**config.mk**
```make
export PLATFORM = sky130hd
export DESIGN_NAME = osw_top
export DESIGN_NICKNAME = d
export VERILOG_FILES = /design/src/logic/osw_switch_seq.v /design/src/logic/osw_sync2.v /design/src/logic/osw_top.v
export VERILOG_INCLUDE_DIRS = /design/src /design/src/logic
export SDC_FILE = /design/constraint.sdc
export NUM_CORES = 1
export LEC_CHECK = 0
export BUFFER_PORTS_ARGS = -buffer_cell sky130_fd_sc_hd__buf_2
export CAP_MARGIN = 30
export CORE_MARGIN = 2
export CORE_UTILIZATION = 53
export DETAILED_ROUTE_END_ITERATION = 10
export PLACE_DENSITY = 0.8
export SYNTH_ARGS = -nofsm -noshare
export SYNTH_HDL_FRONTEND = slang
export SYNTH_SLANG_ARGS = --single-unit
```
**constraint.sdc**
```tcl
create_clock -name sys_clk -period 2.75 [get_ports sys_clk]
set_input_delay 0.275 -clock sys_clk [delete_from_list [all_inputs] [get_ports sys_clk]]
set_output_delay 0.275 -clock sys_clk [all_outputs]
set_load 0.02 [all_outputs]
```
**src/logic/osw_defs.vh**
```
// Operation
// - clock monitor failure sets the clock-fail flag, bit 3; software reads and clears it
// - switch request bit reads zero once the requested switch has completed
// - unimplemented bits read zero: control bits 2-1, trim bits 15-6
// - control register writes are taken only after the unlock sequence
// - control and trim registers reset only on power-on reset
// - trim is signed steps: +1 raises 0.375%, -1 lowers 0.375%
// - trim code 100001 lowers about 11.6%, most negative about 12%
`ifndef OSW_DEFS_VH
`define OSW_DEFS_VH

`define OSW_ADR_CTRL        8'h00
`define OSW_ADR_TRIM        8'h04
`define OSW_ADR_UNLOCK      8'h08
`define OSW_ADR_HI          7:2

`define OSW_KEY1            8'h5A
`define OSW_KEY2            8'hA5
`define OSW_FLD_KEY         7:0

`define OSW_BIT_REQ         0
`define OSW_BIT_CF          3
`define OSW_BIT_UNLK        7
`define OSW_FLD_NEW         10:8
`define OSW_FLD_CUR         14:12
`define OSW_FLD_TRIM        5:0
`define OSW_TRIM_MSB        5
`define OSW_TRIM_EXT        10

`define OSW_SRC_FRC         3'h0
`define OSW_SRC_INTERNAL_RC_WITH_PLL      3'h1
`define OSW_SRC_PRI         3'h2
`define OSW_SRC_PRIPLL      3'h3
`define OSW_SRC_RESET       3'h0
`define OSW_TRIM_RESET      6'h00

`define OSW_TRIM_STEP_MPCT  16'h0177
`define OSW_CLK_NS          20
`define OSW_SETTLE_NS       1000
`define OSW_SETTLE_CYC      ((`OSW_SETTLE_NS + `OSW_CLK_NS - 1) / `OSW_CLK_NS)

`endif

```
**src/logic/osw_switch_seq.v**
```verilog
`default_nettype none
`include "osw_defs.vh"
module osw_switch_seq #(
  parameter SETTLE = `OSW_SETTLE_CYC
) (
  input  wire       clk,
  input  wire       rst_n,
  input  wire       go,
  input  wire [2:0] target,
  input  wire       ready,
  output wire       busy,
  output reg        done_ff,
  output reg        start_en_ff,
  output reg  [2:0] start_sel_ff,
  output reg  [2:0] clk_sel_ff
);
  localparam S_IDLE   = 4'h1;
  localparam S_WAIT   = 4'h2;
  localparam S_SETTLE = 4'h4;
  localparam S_SWAP   = 4'h8;
  localparam CW       = 16;
  localparam [CW-1:0] SETTLE_C = SETTLE[CW-1:0];

  reg [3:0]    state_ff;
  reg [CW-1:0] cnt_ff;

  assign busy = (state_ff != S_IDLE);

  always @(posedge clk or negedge rst_n)
  begin
    if (!rst_n)
    begin
      state_ff     <= S_IDLE;
      cnt_ff       <= {CW{1'b0}};
      done_ff      <= 1'b0;
      start_en_ff  <= 1'b0;
      start_sel_ff <= `OSW_SRC_RESET;
      clk_sel_ff   <= `OSW_SRC_RESET;
    end
    else
    begin
      done_ff <= 1'b0;
      case (state_ff)
        S_IDLE:
        begin
          if (go)
          begin
            start_sel_ff <= target;
            start_en_ff  <= 1'b1;
            state_ff     <= S_WAIT;
          end
        end
        S_WAIT:
        begin
          // old clock keeps running until the new one proves itself
          if (ready)
          begin
            cnt_ff   <= SETTLE_C;
            state_ff <= S_SETTLE;
          end
        end
        S_SETTLE:
        begin
          if (!ready)
            state_ff <= S_WAIT;
          else if (cnt_ff <= {{(CW-1){1'b0}}, 1'b1})
            state_ff <= S_SWAP;
          else
            cnt_ff <= cnt_ff - {{(CW-1){1'b0}}, 1'b1};
        end
        S_SWAP:
        begin
          clk_sel_ff  <= start_sel_ff;
          start_en_ff <= 1'b0;
          done_ff     <= 1'b1;
          state_ff    <= S_IDLE;
        end
        default:
          state_ff <= S_IDLE;
      endcase
    end
  end
endmodule // osw_switch_seq
`default_nettype wire

```
**src/logic/osw_sync2.v**
```verilog
`default_nettype none
module osw_sync2 #(
  parameter W = 1
) (
  input  wire         clk,
  input  wire         rst_n,
  input  wire [W-1:0] async_in,
  output reg  [W-1:0] sync_ff
);
  reg [W-1:0] meta_ff;

  always @(posedge clk or negedge rst_n)
  begin
    if (!rst_n)
    begin
      meta_ff <= {W{1'b0}};
      sync_ff <= {W{1'b0}};
    end
    else
    begin
      meta_ff <= async_in;
      sync_ff <= meta_ff;
    end
  end
endmodule // osw_sync2
`default_nettype wire

```
**src/logic/osw_top.v**
```verilog
`default_nettype none
`include "osw_defs.vh"
module osw_top #(
  parameter SETTLE = `OSW_SETTLE_CYC
) (
  input  wire        sys_clk,
  input  wire        rstn,
  input  wire        other_rst_n,
  input  wire        wb_cyc_i,
  input  wire        wb_stb_i,
  input  wire        wb_we_i,
  input  wire [7:0]  wb_adr_i,
  input  wire [3:0]  wb_sel_i,
  input  wire [31:0] wb_dat_i,
  output reg  [31:0] wb_dat_o,
  output reg         wb_ack_o,
  input  wire        failsafe_clock_monitor_fail,
  input  wire        new_src_ready,
  output wire        new_src_start,
  output wire [2:0]  new_src_sel,
  output wire [2:0]  sys_clk_sel,
  output reg  [5:0]  rc_trim_field,
  output reg  [15:0] rc_trim_offset_mpct,
  output reg         clock_fail_flag,
  output wire        switch_busy
);
  // power-on reset release
  reg rst_meta_ff;
  reg rst_ff;

  always @(posedge sys_clk or negedge rstn)
  begin
    if (!rstn)
    begin
      rst_meta_ff <= 1'b0;
      rst_ff      <= 1'b0;
    end
    else
    begin
      rst_meta_ff <= 1'b1;
      rst_ff      <= rst_meta_ff;
    end
  end

  // pin inputs
  wire [2:0] pins_sync;

  osw_sync2 #(
    .W (3)
  ) u_sync (
    .clk      (sys_clk),
    .rst_n    (rst_ff),
    .async_in ({other_rst_n, new_src_ready, failsafe_clock_monitor_fail}),
    .sync_ff  (pins_sync)
  );

  wire fail_s      = pins_sync[0];
  wire ready_s     = pins_sync[1];
  wire other_rst_s = pins_sync[2];

  reg fail_d_ff;

  always @(posedge sys_clk or negedge rst_ff)
  begin
    if (!rst_ff)
      fail_d_ff <= 1'b0;
    else
      fail_d_ff <= fail_s;
  end

  wire fail_evt = fail_s & ~fail_d_ff;

  // bus decode
  localparam [7:0] ADR_CTRL   = `OSW_ADR_CTRL;
  localparam [7:0] ADR_TRIM   = `OSW_ADR_TRIM;
  localparam [7:0] ADR_UNLOCK = `OSW_ADR_UNLOCK;

  wire bus_req = wb_cyc_i & wb_stb_i & ~wb_ack_o;
  wire bus_wr  = bus_req & wb_we_i;
  wire hit_ctrl   = (wb_adr_i[`OSW_ADR_HI] == ADR_CTRL[`OSW_ADR_HI]);
  wire hit_trim   = (wb_adr_i[`OSW_ADR_HI] == ADR_TRIM[`OSW_ADR_HI]);
  wire hit_unlock = (wb_adr_i[`OSW_ADR_HI] == ADR_UNLOCK[`OSW_ADR_HI]);

  // unlock sequence
  reg key1_ff;
  reg unlocked_ff;
  wire wr_unlock = bus_wr & hit_unlock & wb_sel_i[0];
  wire wr_ctrl   = bus_wr & hit_ctrl;
  wire ctrl_ok   = wr_ctrl & unlocked_ff;
  wire key1_hit  = (wb_dat_i[`OSW_FLD_KEY] == `OSW_KEY1);
  wire key2_hit  = (wb_dat_i[`OSW_FLD_KEY] == `OSW_KEY2);
  reg  nxt_key1;
  reg  nxt_unlocked;

  // any other write between the keys, or after them, cancels the unlock
  always @*
  begin
    nxt_key1     = key1_ff;
    nxt_unlocked = unlocked_ff;
    if (!other_rst_s)
    begin
      // a non power-on reset only drops a pending unlock
      nxt_key1     = 1'b0;
      nxt_unlocked = 1'b0;
    end
    else if (bus_wr)
    begin
      nxt_key1     = wr_unlock & key1_hit;
      nxt_unlocked = wr_unlock & key1_ff & key2_hit;
    end
  end

  always @(posedge sys_clk or negedge rst_ff)
  begin
    if (!rst_ff)
    begin
      key1_ff     <= 1'b0;
      unlocked_ff <= 1'b0;
    end
    else
    begin
      key1_ff     <= nxt_key1;
      unlocked_ff <= nxt_unlocked;
    end
  end

  // oscillator control fields
  reg  [2:0] new_src_ff;
  reg        req_ff;
  wire       seq_done;
  wire [2:0] cur_src;

  wire [2:0] wr_new = wb_sel_i[1] ? wb_dat_i[`OSW_FLD_NEW] : new_src_ff;
  wire       wr_req = wb_sel_i[0] & wb_dat_i[`OSW_BIT_REQ];

  wire cur_pll_pri = (cur_src == `OSW_SRC_PRIPLL);
  wire cur_pll_frc = (cur_src == `OSW_SRC_INTERNAL_RC_WITH_PLL);
  wire tgt_pll_pri = (wr_new == `OSW_SRC_PRIPLL);
  wire tgt_pll_frc = (wr_new == `OSW_SRC_INTERNAL_RC_WITH_PLL);
  // pll-to-pll needs a hop through a non-pll source in between; a direct request is dropped
  wire illegal_sw = (cur_pll_pri & tgt_pll_frc) | (cur_pll_frc & tgt_pll_pri);

  wire start_sw = ctrl_ok & wr_req & ~req_ff & ~switch_busy & ~illegal_sw;
  reg  [2:0] nxt_new_src;
  reg        nxt_req;

  // the selection stays frozen while a request is pending
  always @*
  begin
    nxt_new_src = new_src_ff;
    nxt_req     = req_ff;
    if (ctrl_ok && !req_ff)
      nxt_new_src = wr_new;
    if (start_sw)
      nxt_req = 1'b1;
    else if (seq_done)
      nxt_req = 1'b0;
  end

  always @(posedge sys_clk or negedge rst_ff)
  begin
    if (!rst_ff)
    begin
      new_src_ff <= `OSW_SRC_RESET;
      req_ff     <= 1'b0;
    end
    else
    begin
      new_src_ff <= nxt_new_src;
      req_ff     <= nxt_req;
    end
  end

  // clock fail flag: a new failure wins over a clear in the same cycle
  wire cf_clear = ctrl_ok & wb_sel_i[0] & ~wb_dat_i[`OSW_BIT_CF];
  reg  nxt_clock_fail;

  always @*
  begin
    nxt_clock_fail = clock_fail_flag;
    if (fail_evt)
      nxt_clock_fail = 1'b1;
    else if (cf_clear)
      nxt_clock_fail = 1'b0;
  end

  always @(posedge sys_clk or negedge rst_ff)
  begin
    if (!rst_ff)
      clock_fail_flag <= 1'b0;
    else
      clock_fail_flag <= nxt_clock_fail;
  end

  // switch sequencer
  osw_switch_seq #(
    .SETTLE (SETTLE)
  ) u_seq (
    .clk          (sys_clk),
    .rst_n        (rst_ff),
    .go           (start_sw),
    .target       (wr_new),
    .ready        (ready_s),
    .busy         (switch_busy),
    .done_ff      (seq_done),
    .start_en_ff  (new_src_start),
    .start_sel_ff (new_src_sel),
    .clk_sel_ff   (cur_src)
  );

  assign sys_clk_sel = cur_src;

  // trim register
  wire      wr_trim = bus_wr & hit_trim & wb_sel_i[0];
  reg [5:0] nxt_trim;

  always @*
  begin
    nxt_trim = rc_trim_field;
    if (wr_trim)
      nxt_trim = wb_dat_i[`OSW_FLD_TRIM];
  end

  always @(posedge sys_clk or negedge rst_ff)
  begin
    if (!rst_ff)
      rc_trim_field <= `OSW_TRIM_RESET;
    else
      rc_trim_field <= nxt_trim;
  end

  // signed steps of 0.375 percent, in thousandths of a percent
  // the low half of the product is already the signed result
  wire [15:0] trim_ext   = {{`OSW_TRIM_EXT{rc_trim_field[`OSW_TRIM_MSB]}}, rc_trim_field};
  wire [15:0] nxt_offset = trim_ext * `OSW_TRIM_STEP_MPCT;

  always @(posedge sys_clk or negedge rst_ff)
  begin
    if (!rst_ff)
      rc_trim_offset_mpct <= 16'h0000;
    else
      rc_trim_offset_mpct <= nxt_offset;
  end

  // read mux
  reg [31:0] ctrl_rd;
  reg [31:0] trim_rd;
  reg [31:0] rd_data;

  always @*
  begin
    ctrl_rd                = 32'h0000_0000;
    ctrl_rd[`OSW_BIT_REQ]  = req_ff;
    ctrl_rd[`OSW_BIT_CF]   = clock_fail_flag;
    ctrl_rd[`OSW_BIT_UNLK] = unlocked_ff;
    ctrl_rd[`OSW_FLD_NEW]  = new_src_ff;
    ctrl_rd[`OSW_FLD_CUR]  = cur_src;
  end

  always @*
  begin
    trim_rd                = 32'h0000_0000;
    trim_rd[`OSW_FLD_TRIM] = rc_trim_field;
  end

  always @*
  begin
    rd_data = 32'h0000_0000;
    if (hit_ctrl)
      rd_data = ctrl_rd;
    else if (hit_trim)
      rd_data = trim_rd;
  end

  // wishbone answer: one wait state, unmapped reads zero
  reg        nxt_ack;
  reg [31:0] nxt_dat;

  always @*
  begin
    nxt_ack = bus_req;
    nxt_dat = wb_dat_o;
    // read data stands until the next read
    if (bus_req && !wb_we_i)
      nxt_dat = rd_data;
  end

  always @(posedge sys_clk or negedge rst_ff)
  begin
    if (!rst_ff)
      wb_ack_o <= 1'b0;
    else
      wb_ack_o <= nxt_ack;
  end

  always @(posedge sys_clk or negedge rst_ff)
  begin
    if (!rst_ff)
      wb_dat_o <= 32'h0000_0000;
    else
      wb_dat_o <= nxt_dat;
  end
endmodule // osw_top
`default_nettype wire

```
### Yosys cells after proc, flatten, opt, wreduce, memory -nomap -nowiden

Index checks and enable logic that the tools add are counted.

| word-level totals | value |
|---|---|
| bits in registers | 99 |
| input port bits | 52 |
| output and inout port bits | 64 |
| word-level logic and storage cells | 107 |

| cells by class | value |
|---|---|
| add/subtract/negate cells | 1 |
| $mul | 1 |
| $lt $le $gt $ge | 1 |
| equality and inequality tests | 19 |
| mux-type cells | 23 |
| bitwise logic cells | 29 |
| reduce and logical (&&, ||, !) cells | 13 |

Operators by type and width:

| operator | number |
|---|---|
| two-way mux 16 bit | 3 |
| one-hot mux 16 bit (2 select lines) | 1 |
| AND 1 bit | 22 |
| less-or-equal comparator 16 x 1 -> 1 bit, second input constant | 1 |
| multiplier 6 x 10 -> 16 bit, second input constant | 1 |
| two-way mux 4 bit | 4 |
| subtractor 16 x 1 -> 16 bit, second input constant | 1 |
| two-way mux 15 bit | 1 |
| one-hot mux 4 bit (3 select lines) | 1 |
| two-way mux 1 bit | 10 |
| != test 2 bit, second input constant | 5 |
| == test 8 x 7 -> 1 bit, second input constant | 1 |
| == test 8 bit, second input constant | 1 |
| nonzero test 2 bit | 4 |
| == test 3 x 1 -> 1 bit, second input constant | 2 |
| == test 3 x 2 -> 1 bit, second input constant | 2 |
| == test 6 x 1 -> 1 bit, second input constant | 1 |
| == test 6 x 2 -> 1 bit, second input constant | 1 |
| logical NOT 6 bit | 1 |
| two-way mux 6 bit | 1 |
| NOT 1 bit | 6 |
| == test 4 x 1 -> 1 bit, second input constant | 1 |
| == test 4 x 2 -> 1 bit, second input constant | 1 |
| == test 4 x 3 -> 1 bit, second input constant | 1 |
| 11 further kinds | 14 |

### Longest topological paths before layout

Gate-level depths: netlist of the first run.

| logic depth | value |
|---|---|
| word-level depth | 11 |
| gate-level depth with buffers | 14 |
| gate-level depth less buffers | 14 |

### Cells and area by module

A second synthesis of the first run with hierarchy kept.

| unflattened totals | value |
|---|---|
| cell total of the unflattened synthesis | 404 |
| area, all modules | 4540.6 µm² |

Modules (own cells, without submodules):

| module | instances | cells each | area an instance (µm²) | seq. area each (µm²) |
|---|---|---|---|---|
| osw_top | 1 | 269 | 2940.3 | 1151.1 |
| osw_switch_seq | 1 | 129 | 1450.1 | 701.9 |
| osw_sync2 | 1 | 6 | 150.1 | 150.1 |

### Worst setup path after synthesis of the first run

OpenSTA, ideal clock, no wires.

| path | value |
|---|---|
| path type | flip-flop to flip-flop |
| start point | register rc_trim_field[3] |
| end point | register rc_trim_offset_mpct[13] |
| library setup time | 0.080 ns |
| data arrival time | 3.955 ns |
| required time | 2.670 ns |
| path slack | -1.285 ns |
| stages on the path, launching flop included | 14 |
| path buffers | 0 |
| period minus slack after synthesis | 4.035 ns |
| path through | dfrtp_1 inv_1 ha_1 ha_1 xor2_1 ha_1 a21o_1 fa_1 ha_1 a21oi_1 o21ai_0 or4b_2 a41oi_1 xnor2_1 |

| between the ends | value |
|---|---|
| cells in the longest elaborated chain, start to end | 1 |

Ends and longest elaborated chain:

| what | RTL line | text |
|---|---|---|
| start: declaration | osw_top.v:22 | `output reg [5:0] rc_trim_field,` |
| start signal: assignment | osw_top.v:227 | `` rc_trim_field <= `OSW_TRIM_RESET; `` |
| start signal: assignment | osw_top.v:229 | `rc_trim_field <= nxt_trim;` |
| multiplier 6 x 10 -> 16 bit (no source line) | n/a |  |
| via nxt_offset[13] | osw_top.v:235 | `` wire [15:0] nxt_offset = trim_ext * `OSW_TRIM_STEP_MPCT; `` |
| end signal: assignment | osw_top.v:242 | `rc_trim_offset_mpct <= nxt_offset;` |
| end: declaration | osw_top.v:23 | `output reg [15:0] rc_trim_offset_mpct,` |

The timed path passes the listed nets, and every way through them passes these cells.
A chain may end at the register's enable or synchronous reset.

### Worst setup path after layout of the first run

| path | value |
|---|---|
| start point | register rc_trim_field[1] |
| end point | register rc_trim_offset_mpct[15] |

The elaborated chain is that of the path after synthesis.

==> results of run 1 <==
stage by stage:
stage          cells  hold WS [ns]  setup WS (ns)
2_1_floorplan    407       -0.0206         -0.659
3_5_place_dp     592        0.0640         -0.775
4_1_cts          613       0.00106         -0.732
6_report         617        0.0147         -0.711
5_1_grt          617       0.00678         -0.801
3_3_place_gp     592        0.0608         -0.687
final cells by class:
class | instances | area, um^2 | share of cell area [%]
well taps | 105 | 131 | 2.34
repair buffers | 115 | 732 | 13.0
flip-flops and latches | 80 | 2010 | 35.9
clock inverters | 7 | 87.6 | 1.56
inverters | 16 | 60.1 | 1.07
clock buffers | 9 | 124 | 2.20
multi-input cells | 285 | 2470 | 43.9
flip-flops by register name, summed over array words and instances (netlist names), 3 cells and up:
signal               flops
rc_trim_field            6
u_seq.state_ff           4
u_sync.sync_ff           3
u_seq.cnt_ff            16
u_seq.clk_sel_ff         3
new_src_ff               3
u_seq.start_sel_ff       3
u_sync.meta_ff           3
wb_dat_o                13
rc_trim_offset_mpct     16
cells by family after synthesis:
logic type               count (synthesis)  synth area share, %
AO/OA/AOI/OAI                           72                 10.9
XOR/XNOR                                14                 2.80
adder cells (fa/ha/maj)                 52                 16.6
buffers and inverters                   42                 5.34
flip-flops                              80                 45.7
multiplexers                            20                 4.97
other                                    2                0.171
AND/OR/NAND/NOR                        107                 13.5
power by group through the flow:
stage | registers, mW | clock network (mW) | logic [mW]
after floorplan | 1.27 | 0 | 0.132
after global routing | 1.22 | 0.993 | 0.291
after detailed placement | 1.26 | 0 | 0.220
after global placement | 1.26 | 0 | 0.216
final | 1.22 | 0.937 | 0.263
after CTS | 1.24 | 0.950 | 0.238
final timing paths:
check / cells past startpoint / to / from / slack, ns
max: 12 / rc_trim_offset_mpct[15]$_DFF_PN0_ / rc_trim_field[1]$_DFFE_PN0P_ / -0.71
max in group asynchronous: 1 / u_seq.state_ff[0]$_DFFE_PN1P_ / rst_ff$_DFF_PN0_ / 1.91
min reg2reg: 0 / rc_trim_offset_mpct[6]$_DFF_PN0_ / rst_ff$_DFF_PN0_ / 0.23
min in group asynchronous: 2 / rst_ff$_DFF_PN0_ / rstn / 0.22
max reg2reg: 12 / rc_trim_offset_mpct[15]$_DFF_PN0_ / rc_trim_field[1]$_DFFE_PN0P_ / -0.71
min: 1 / u_sync.meta_ff[0]$_DFF_PN0_ / failsafe_clock_monitor_fail / 0.01
metal layers:
layer	routed length (um)	track usage [%]	vias up
met5	0	0	-
met4	107	6.76	0
met3	506	4.55	8
met2	4600	35.6	93
met1	4400	30.7	1611
li1	-	-	1593
critical path, stage by stage (launching register included):
cell     delay, ns
dfrtp_2       0.47
buf_6         0.14
fa_2          0.45
ha_4          0.18
or2_4         0.22
fa_1          0.47
ha_4          0.29
ha_4          0.20
nand2_2       0.07
o21ai_2       0.05
or4b_4        0.50
a41oi_2       0.20
o21ba_2       0.17
what timing repair did:
item / CTS / global route
endpoints found under the hold margin: 2 / 0
buffers inserted: 5 / 6
hold buffers: 1 / 0
setup endpoints to repair: 11 / 11
pin swaps: 19 / 14
resized for setup: 17 / 6
cells in the final DEF, fill, tap and decap left out, types with 14 or more instances in the layout:
cell type,synthesis,final
dfrtp_1,79,72
buf_2,1,71
buf_4,20,38
ha_1,42,27
nand2_1,30,26
o21ai_0,23,22
conb_1,2,20
nor2_1,16,16
mux2_2,14,14
ha_4,0,14
==> flow_summary.yaml, run 1 <==
power_and_ir_drop:
  power.density_nw_per_um2: 431
  switching_share_pct: 27.7
  power_mw: 2.42
  p_seq_share_pct: 50.4
  power.switching_mw: 0.669
  ir_drop_v: 0.000265
  intPower_mw: 1.75
  clockPowerShare_pct: 38.7
  p_comb_share_pct: 10.9
  power_leakage_nw: 2.92
global_routing:
  grt_pass1_vias: 3194
  grt_pass1_wl_um: 15400
  grtUsageTotal_pct: 22.2
  grt_max_degree: 79
  overflow: 0
  antenna_found_initial: 0
yosys:
  yosys.area.top_type: "dfrtp_1"
  yosysTopAreaCellShare_pct: 45.1
  synth_area_um2: 4380
  ys_seq_elements: 80
  postSynth.asyncResetShare_pct: 100
  ys_warn_count: 0
  synth_top_cells_by_count: "79 x dfrtp_1, 42 x ha_1, 30 x nand2_1"
  synthCells: 389
  synth_ff_type: "dfrtp_1"
  avgSynthCellArea_um2: 11.3
  seq_area_frac_synth_pct: 45.7
  synthTopCellsByArea: "dfrtp_1 45%, ha_1 12%, fa_1 4.6%"
  synth_edf_count: 0
  yosys.cell_types.count: 50
  yosysMostFrequentCell: "dfrtp_1"
route:
  wl_um: 9610
  vias_per_cell: 5.36
  drtAntennaViolNets: 0
  wl_per_cell_um: 15.6
  drt_first_pass_iters: 4
  num_vias: 3305
  drtIter0Drc: 143
  remaining_drc_errors: 0
clock_network:
  clock_sinks: 80
  cts_made_buffers: 9
  clk_path_buf_depth: 2
  clockRootBuffer: "clkbuf_8"
  clock_latency_ns: 0.37
  htreeDepth: 3
  clk_pin_slew_ns: 0.09
  tritoncts: "done"
setup_path:
  start_kind: "flop"
  worst_setup_path_end_kind: "flop"
  worstPathArrival_ns: 3.78
  path_max_fanout: 4
  critPathKind: "reg2reg"
  cp.required_ns: 3.07
sta:
  fin_crit_sh_pct: 126
  relSlewSlack_pct: 56.0
  worst_pin_slew_ns: 0.654
  slew_violations: 0
  setup_viol: 11
  rsz0062_at_grt: "true"
  fin_ws_ns: -0.711
  period_needed_ns: 3.46
  finalSetupTns_ns: -4.83
  fmax_ghz: 0.289
  hold_viol: 0
  skew_ns: 0.0114
cells_and_area:
  drive_above_1_share_pct: 38.3
  fin_area_um2: 5620
  fillers: 565
  antenna_cells: 0
  final_util_pct: 69.4
  final_nets: 611
  syn2layout_area_growth_pct: 28.3
floorplanning:
  dieWidth_um: 94.9
  ios: 116
  floorplan.initialDensity_pct: 54.1
  core-area_um2: 8090
  die_area_um2: 9010
  die-height_um: 94.9
  rows: 33
placed_design:
  place_area_um2: 5190
  place.port_buffers: 71
  dp_hpwl_um: 6830
  gp_congestion: 0.810
outcome:
  violations: "negative setup slack"
  status: "finished, violations left"
run:
  cap_violations: 0
worst_hold_path:
  hp-class: "in2reg"
Note: power is estimated with default switching activity, not from simulation.
==> run 2: changes to the inputs <==
- CORE_UTILIZATION: 53 -> 54
- PLACE_DENSITY: 0.8 -> 0.81
- SYNTH_HIERARCHICAL: default -> 1
==> run 2 against run 1 <==
Compared with the run above: the run still ends with negative setup slack left; highest routed layer unchanged; cell count is 3.7% higher; worst hold slack better by 0.0064 ns; design area rose by 2.2%; worst setup slack worse by 0.0063 ns; critical path depth did not move; sequential power barely moved.
==> flow_summary.yaml, run 2 <==
sta:
  fin_crit_sh_pct: 126
  skew_ns: 0.00921
  setup_viol: 10
  period_needed_ns: 3.47
  slew_violations: 0
  fin_ws_ns: -0.717
  relSlewSlack_pct: 41.1
  rsz0062_at_grt: "true"
  fmax_ghz: 0.288
  hold_viol: 0
  worst_pin_slew_ns: 0.872
worst_hold_path:
  worstHoldStart: "new_src_ready"
  min_path_cells: 1
  hold_end: "u_sync/meta_ff[1]$_DFF_PN0_"
  hp-class: "in2reg"
placed_design:
  dp_hpwl_um: 7270
  gp_congestion: 0.843
  place.port_buffers: 71
  preCtsSetupSlack_ns: -0.578
  dp.cells: 616
yosys:
  yosys.area.top_type: "dfrtp_1"
  yosysMostFrequentCell: "dfrtp_1"
  ys_seq_elements: 80
  yosys.cell_types.count: 54
  seq_area_frac_synth_pct: 44.1
  yosysTopAreaCellShare_pct: 43.5
  synth_ff_type: "dfrtp_1"
  synth_edf_count: 0
  avgSynthCellArea_um2: 11.2
  ys_warn_count: 6
  synthTopCellsByArea: "dfrtp_1 44%, ha_1 12%, fa_1 4.4%"
  synthCells: 404
  synth_top_cells_by_count: "79 x dfrtp_1, 44 x nand2_1, 42 x ha_1"
  synth_area_um2: 4540
  postSynth.asyncResetShare_pct: 100
route:
  drtAntennaViolNets: 0
  drtIter0Drc: 161
  drt_first_pass_iters: 4
  wl_um: 10400
  vias_per_cell: 5.38
  remaining_drc_errors: 0
  wl_per_cell_um: 16.2
  num_vias: 3444
clock_network:
  clockRootBuffer: "clkbuf_8"
  clk_pin_slew_ns: 0.09
  htreeDepth: 3
  clk_path_buf_depth: 2
  tritoncts: "done"
  clock_sinks: 80
  clock_latency_ns: 0.36
  cts_made_buffers: 9
cells_and_area:
  ff_latch_area_um2: 2010
  mostFrequentLayoutCell: "dfrtp_1"
  antenna_cells: 0
  fin_cells: 640
  fillers: 576
  multiInputGateArea_um2: 2570
  top_regs: "rc_trim_offset_mpct x16, u_seq/cnt_ff x16, wb_dat_o x13"
  drive_above_1_share_pct: 40.6
  final_nets: 634
  final_util_pct: 70.2
  final_cell_mix: "72 x dfrtp_1, 71 x buf_2, 51 x buf_4"
  syn2layout_area_growth_pct: 26.5
setup_path:
  cp.required_ns: 3.02
  worst_setup_path_end_kind: "flop"
  r2r_slack_ns: -0.72
  start_kind: "flop"
  path_max_fanout: 5
  worstPathArrival_ns: 3.74
  timing.rr.start: "rc_trim_field[0]$_DFFE_PN0P_"
  worstReg2RegEnd: "rc_trim_offset_mpct[12]$_DFF_PN0_"
  reg2reg_depth: 12
  critPathKind: "reg2reg"
floorplanning:
  core-area_um2: 8180
  floorplan.initialDensity_pct: 55.5
  rows: 33
  die_area_um2: 9160
  dieWidth_um: 95.7
  ios: 116
  die-height_um: 95.7
global_routing:
  grt_pass1_vias: 3476
  grt_use_met1_pct: 30.3
  met3_usage_pct: 5.01
  grt.busiest_layer: "met2"
  grt_pass1_wl_um: 16300
  grtUsageTotal_pct: 23.2
  overflow: 0
  antenna_found_initial: 0
  grt_max_degree: 48
  met2_usage_pct: 38.3
power_and_ir_drop:
  power_leakage_nw: 3.09
  power_mw: 2.42
  ir_drop_v: 0.000264
  power.density_nw_per_um2: 422
outcome:
  violations: "negative setup slack"
  status: "finished, violations left"
run:
  cap_violations: 0
-- run 2: timing repair --
item / CTS / global route
hold endpoints to repair: 2 / 0
endpoints found under the setup margin: 10 / 11
resized for setup: 11 / 6
buffers inserted: 3 / 4
hold buffers: 1 / 0
pin swaps: 15 / 6
-- run 2: cell families (layout without fill, tap and decap cells) --
family / count (synthesis) / in the layout / share of synthesized area, %
compound gates: 62 / 62 / 9.01
xor+xnor: 11 / 11 / 2.12
fa+ha+maj: 52 / 52 / 16.0
buf+inv: 43 / 156 / 5.68
flops: 80 / 80 / 44.1
mux: 28 / 28 / 6.61
other cells: 2 / 20 / 0.165
simple gates: 126 / 126 / 16.3
-- run 2: critical path, cell delays in order, from the launching register on --
cell and delay, ns:
dfrtp_2 0.48, buf_4 0.17, fa_2 0.48, ha_4 0.18
or2_4 0.23, fa_1 0.48, ha_4 0.30, ha_4 0.20
o21ai_1 0.24, o21bai_2 0.13, a21o_1 0.18, a21oi_2 0.16
xnor2_1 0.16
-- run 2: report_power, final --
part	switching (mW)	internal (mW)
sequential	0.0276	1.20
clock	0.485	0.440
combinational	0.157	0.108
total	0.669	1.75
-- run 2: stage by stage --
stage | cell area, um^2 | setup TNS [ns] | hold slack (ns)
finish | 5740 | -5.10 | 0.0211
global route | 5740 | -6.14 | 0.00445
CTS | 5690 | -3.73 | 0.00434
detailed placement | 5370 | -4.25 | 0.0633
global placement | 5370 | -3.59 | 0.0605
floorplan | 4740 | -2.66 | -0.0206
-- run 2: per-layer routing --
metal  up-vias  routed length (um)
met5         -                   0
li1       1633                   -
met4         0                 212
met3        19                 541
met2       115                4950
met1      1677                4650
-- run 2: worst max-delay path by stage --
stage                                       from                                 to  slack, ns
global route        rc_trim_field[0]$_DFFE_PN0P_  rc_trim_offset_mpct[12]$_DFF_PN0_      -0.83
global placement    rc_trim_field[0]$_DFFE_PN0P_  rc_trim_offset_mpct[14]$_DFF_PN0_      -0.51
CTS                 rc_trim_field[0]$_DFFE_PN0P_  rc_trim_offset_mpct[12]$_DFF_PN0_      -0.52
floorplan           rc_trim_field[3]$_DFFE_PN0P_  rc_trim_offset_mpct[12]$_DFF_PN0_      -0.43
detailed placement  rc_trim_field[0]$_DFFE_PN0P_  rc_trim_offset_mpct[14]$_DFF_PN0_      -0.58
finish              rc_trim_field[0]$_DFFE_PN0P_  rc_trim_offset_mpct[12]$_DFF_PN0_      -0.72
-- run 2: area by class of cell --
| class | count | share of cell area, % |
|---|---|---|
| clock buffers | 9 | 2.16 |
| inverters | 17 | 1.11 |
| multi-input cells | 299 | 44.8 |
| flip-flops and latches | 80 | 35.1 |
| well taps | 105 | 2.29 |
| clock inverters | 7 | 1.50 |
| repair buffers | 123 | 13.0 |
==> run 3: changes to the inputs <==
- CORE_MARGIN: 2 -> default
==> run 3 against run 2 <==
Compared with the run above: the run ends with design-rule violations, negative setup slack left; maximum frequency increased by 5.4%; worst setup slack improved by 0.18 ns; routed wire length down 2.0%; sequential share of layout area down 0.15 points; first-iteration DRC count rose by 16%; non-clock buffer count is 2 lower.
==> flow_summary.yaml, run 3 (synthesis gave the netlist of run 2 again) <==
global_routing:
  grt_max_degree: 55
  antenna_found_initial: 0
  grt_pass1_wl_um: 17000
  overflow: 0
  grt_pass1_vias: 3611
  grtUsageTotal_pct: 25.1
placed_design:
  place.port_buffers: 71
  dp.cells: 617
  dp_hpwl_um: 7490
  gp_congestion: 0.828
cells_and_area:
  drive_above_1_share_pct: 41.3
  final_nets: 632
  syn2layout_area_growth_pct: 27.0
  mostFrequentLayoutCell: "dfrtp_1"
  top_regs: "rc_trim_offset_mpct x16, u_seq/cnt_ff x16, wb_dat_o x13"
  final_util_pct: 70.6
  antenna_cells: 0
  final_cell_mix: "72 x dfrtp_1, 71 x buf_2, 47 x buf_4"
  fin_cells: 638
route:
  drtIter0Drc: 186
  drt_first_pass_iters: 7
  drtAntennaViolNets: 0
  vias_per_cell: 5.45
  wl_per_cell_um: 15.9
  wl_um: 10100
  num_vias: 3480
  remaining_drc_errors: 1
power_and_ir_drop:
  power.density_nw_per_um2: 419
  ir_drop_v: 0.000303
  power_leakage_nw: 3.08
  power_mw: 2.42
sta:
  period_needed_ns: 3.29
  skew_ns: 0.00786
  finalSetupTns_ns: -4.23
  fin_ws_ns: -0.539
  whs_ns: 0.0169
  worst_pin_slew_ns: 0.856
  slew_violations: 0
  hold_viol: 0
  fin_crit_sh_pct: 120
  rsz0062_at_grt: "true"
  setup_viol: 10
  relSlewSlack_pct: 42.2
  fmax_ghz: 0.304
setup_path:
  worstPathArrival_ns: 3.57
  critPathKind: "reg2reg"
  critPathBufInv: 1
  start_kind: "flop"
  worst_setup_path_end_kind: "flop"
  critPathTopFamily: "adder cells"
  cp_cell_sequence: "inv_2 > ha_4 > ha_4 > xor2_1 > ha_2 > a21o_1 > fa_2 > fa_2 > a211oi_4 > o21bai_1 > a21o_1 > a21oi_2 > xnor2_1"
  crit_slowest_cell: "fa_2"
  cp.required_ns: 3.03
  max_stage_delay_ns: 0.47
  path_max_fanout: 5
floorplanning:
  die-height_um: 93.7
  rows: 33
  dieWidth_um: 93.7
  ios: 116
  floorplan.initialDensity_pct: 55.5
  die_area_um2: 8780
  core-area_um2: 8180
outcome:
  violations: "design-rule violations, negative setup slack"
  status: "finished, violations left"
clock_network:
  clock_sinks: 80
  cts_made_buffers: 9
  clockRootBuffer: "clkbuf_8"
  clock_latency_ns: 0.36
  clk_path_buf_depth: 2
  clk_pin_slew_ns: 0.09
  tritoncts: "done"
  htreeDepth: 3
worst_hold_path:
  hp-class: "in2reg"
run:
  cap_violations: 0
-- run 3: changes by cell type in the layout (fill, tap and decap cells not counted), moves of 2 or more --
cell / change
a21oi_1: -2
a21oi_2: +2
buf_4: -4
buf_6: +2
ha_1: -2
-- run 3: final cells by class --
cell class	count	area (um^2)
clock buffer	9	124
fill	578	2410
sequential	80	2010
clock inverter	7	86.3
timing repair buffer	121	741
inverter	17	63.8
multi-input combinational	299	2610
tap	105	131
-- run 3: worst reg2reg max path, stage by stage (launching register included) --
cell      delay (ns)
dfrtp_2         0.46
inv_2           0.09
ha_4            0.21
ha_4            0.27
xor2_1          0.17
ha_2            0.21
a21o_1          0.11
fa_2            0.47
fa_2            0.39
a211oi_4        0.23
o21bai_1        0.14
a21o_1          0.19
a21oi_2         0.14
xnor2_1         0.13
-- run 3: what timing repair did --
action	4_1_cts	5_1_grt
hold buffers	1	0
endpoints found under the setup margin	10	10
pin swaps	20	10
setup buffers	3	3
endpoints found under the hold margin	2	0
gates resized for setup	12	12
-- run 3: report_power, final --
group / switching, mW / internal [mW]
Combinational: 0.154 / 0.107
Clock: 0.481 / 0.440
Sequential: 0.0292 / 1.20
-- run 3: path summary, 6_finish.rpt --
path                                         startpoint                           endpoint  slack [ns]  depth (start not counted)
min                         failsafe_clock_monitor_fail        u_sync/meta_ff[0]$_DFF_PN0_        0.02                          1
max in group asynchronous              rst_ff$_DFF_PN0_   rc_trim_offset_mpct[3]$_DFF_PN0_        1.72                          1
max                        rc_trim_field[3]$_DFFE_PN0P_  rc_trim_offset_mpct[12]$_DFF_PN0_       -0.54                         13
min in group asynchronous                          rstn                   rst_ff$_DFF_PN0_        0.22                          2
min reg2reg                       rst_meta_ff$_DFF_PN0_                   rst_ff$_DFF_PN0_        0.35                          0
max reg2reg                rc_trim_field[3]$_DFFE_PN0P_  rc_trim_offset_mpct[12]$_DFF_PN0_       -0.54                         13
-- run 3: metrics by stage --
step | instance area (um^2) | setup slack (ns)
3_5_place_dp | 5380 | -0.627
2_1_floorplan | 4740 | -0.429
5_1_grt | 5770 | -0.617
6_report | 5770 | -0.539
3_3_place_gp | 5380 | -0.494
4_1_cts | 5700 | -0.546
-- run 3: metal layers --
layer	global-route usage [%]	up-vias	wire (um)
met5	0	-	0
met4	10.1	0	206
met3	4.13	16	446
met2	42.6	102	5100
met1	32.0	1722	4400
li1	-	1640	-
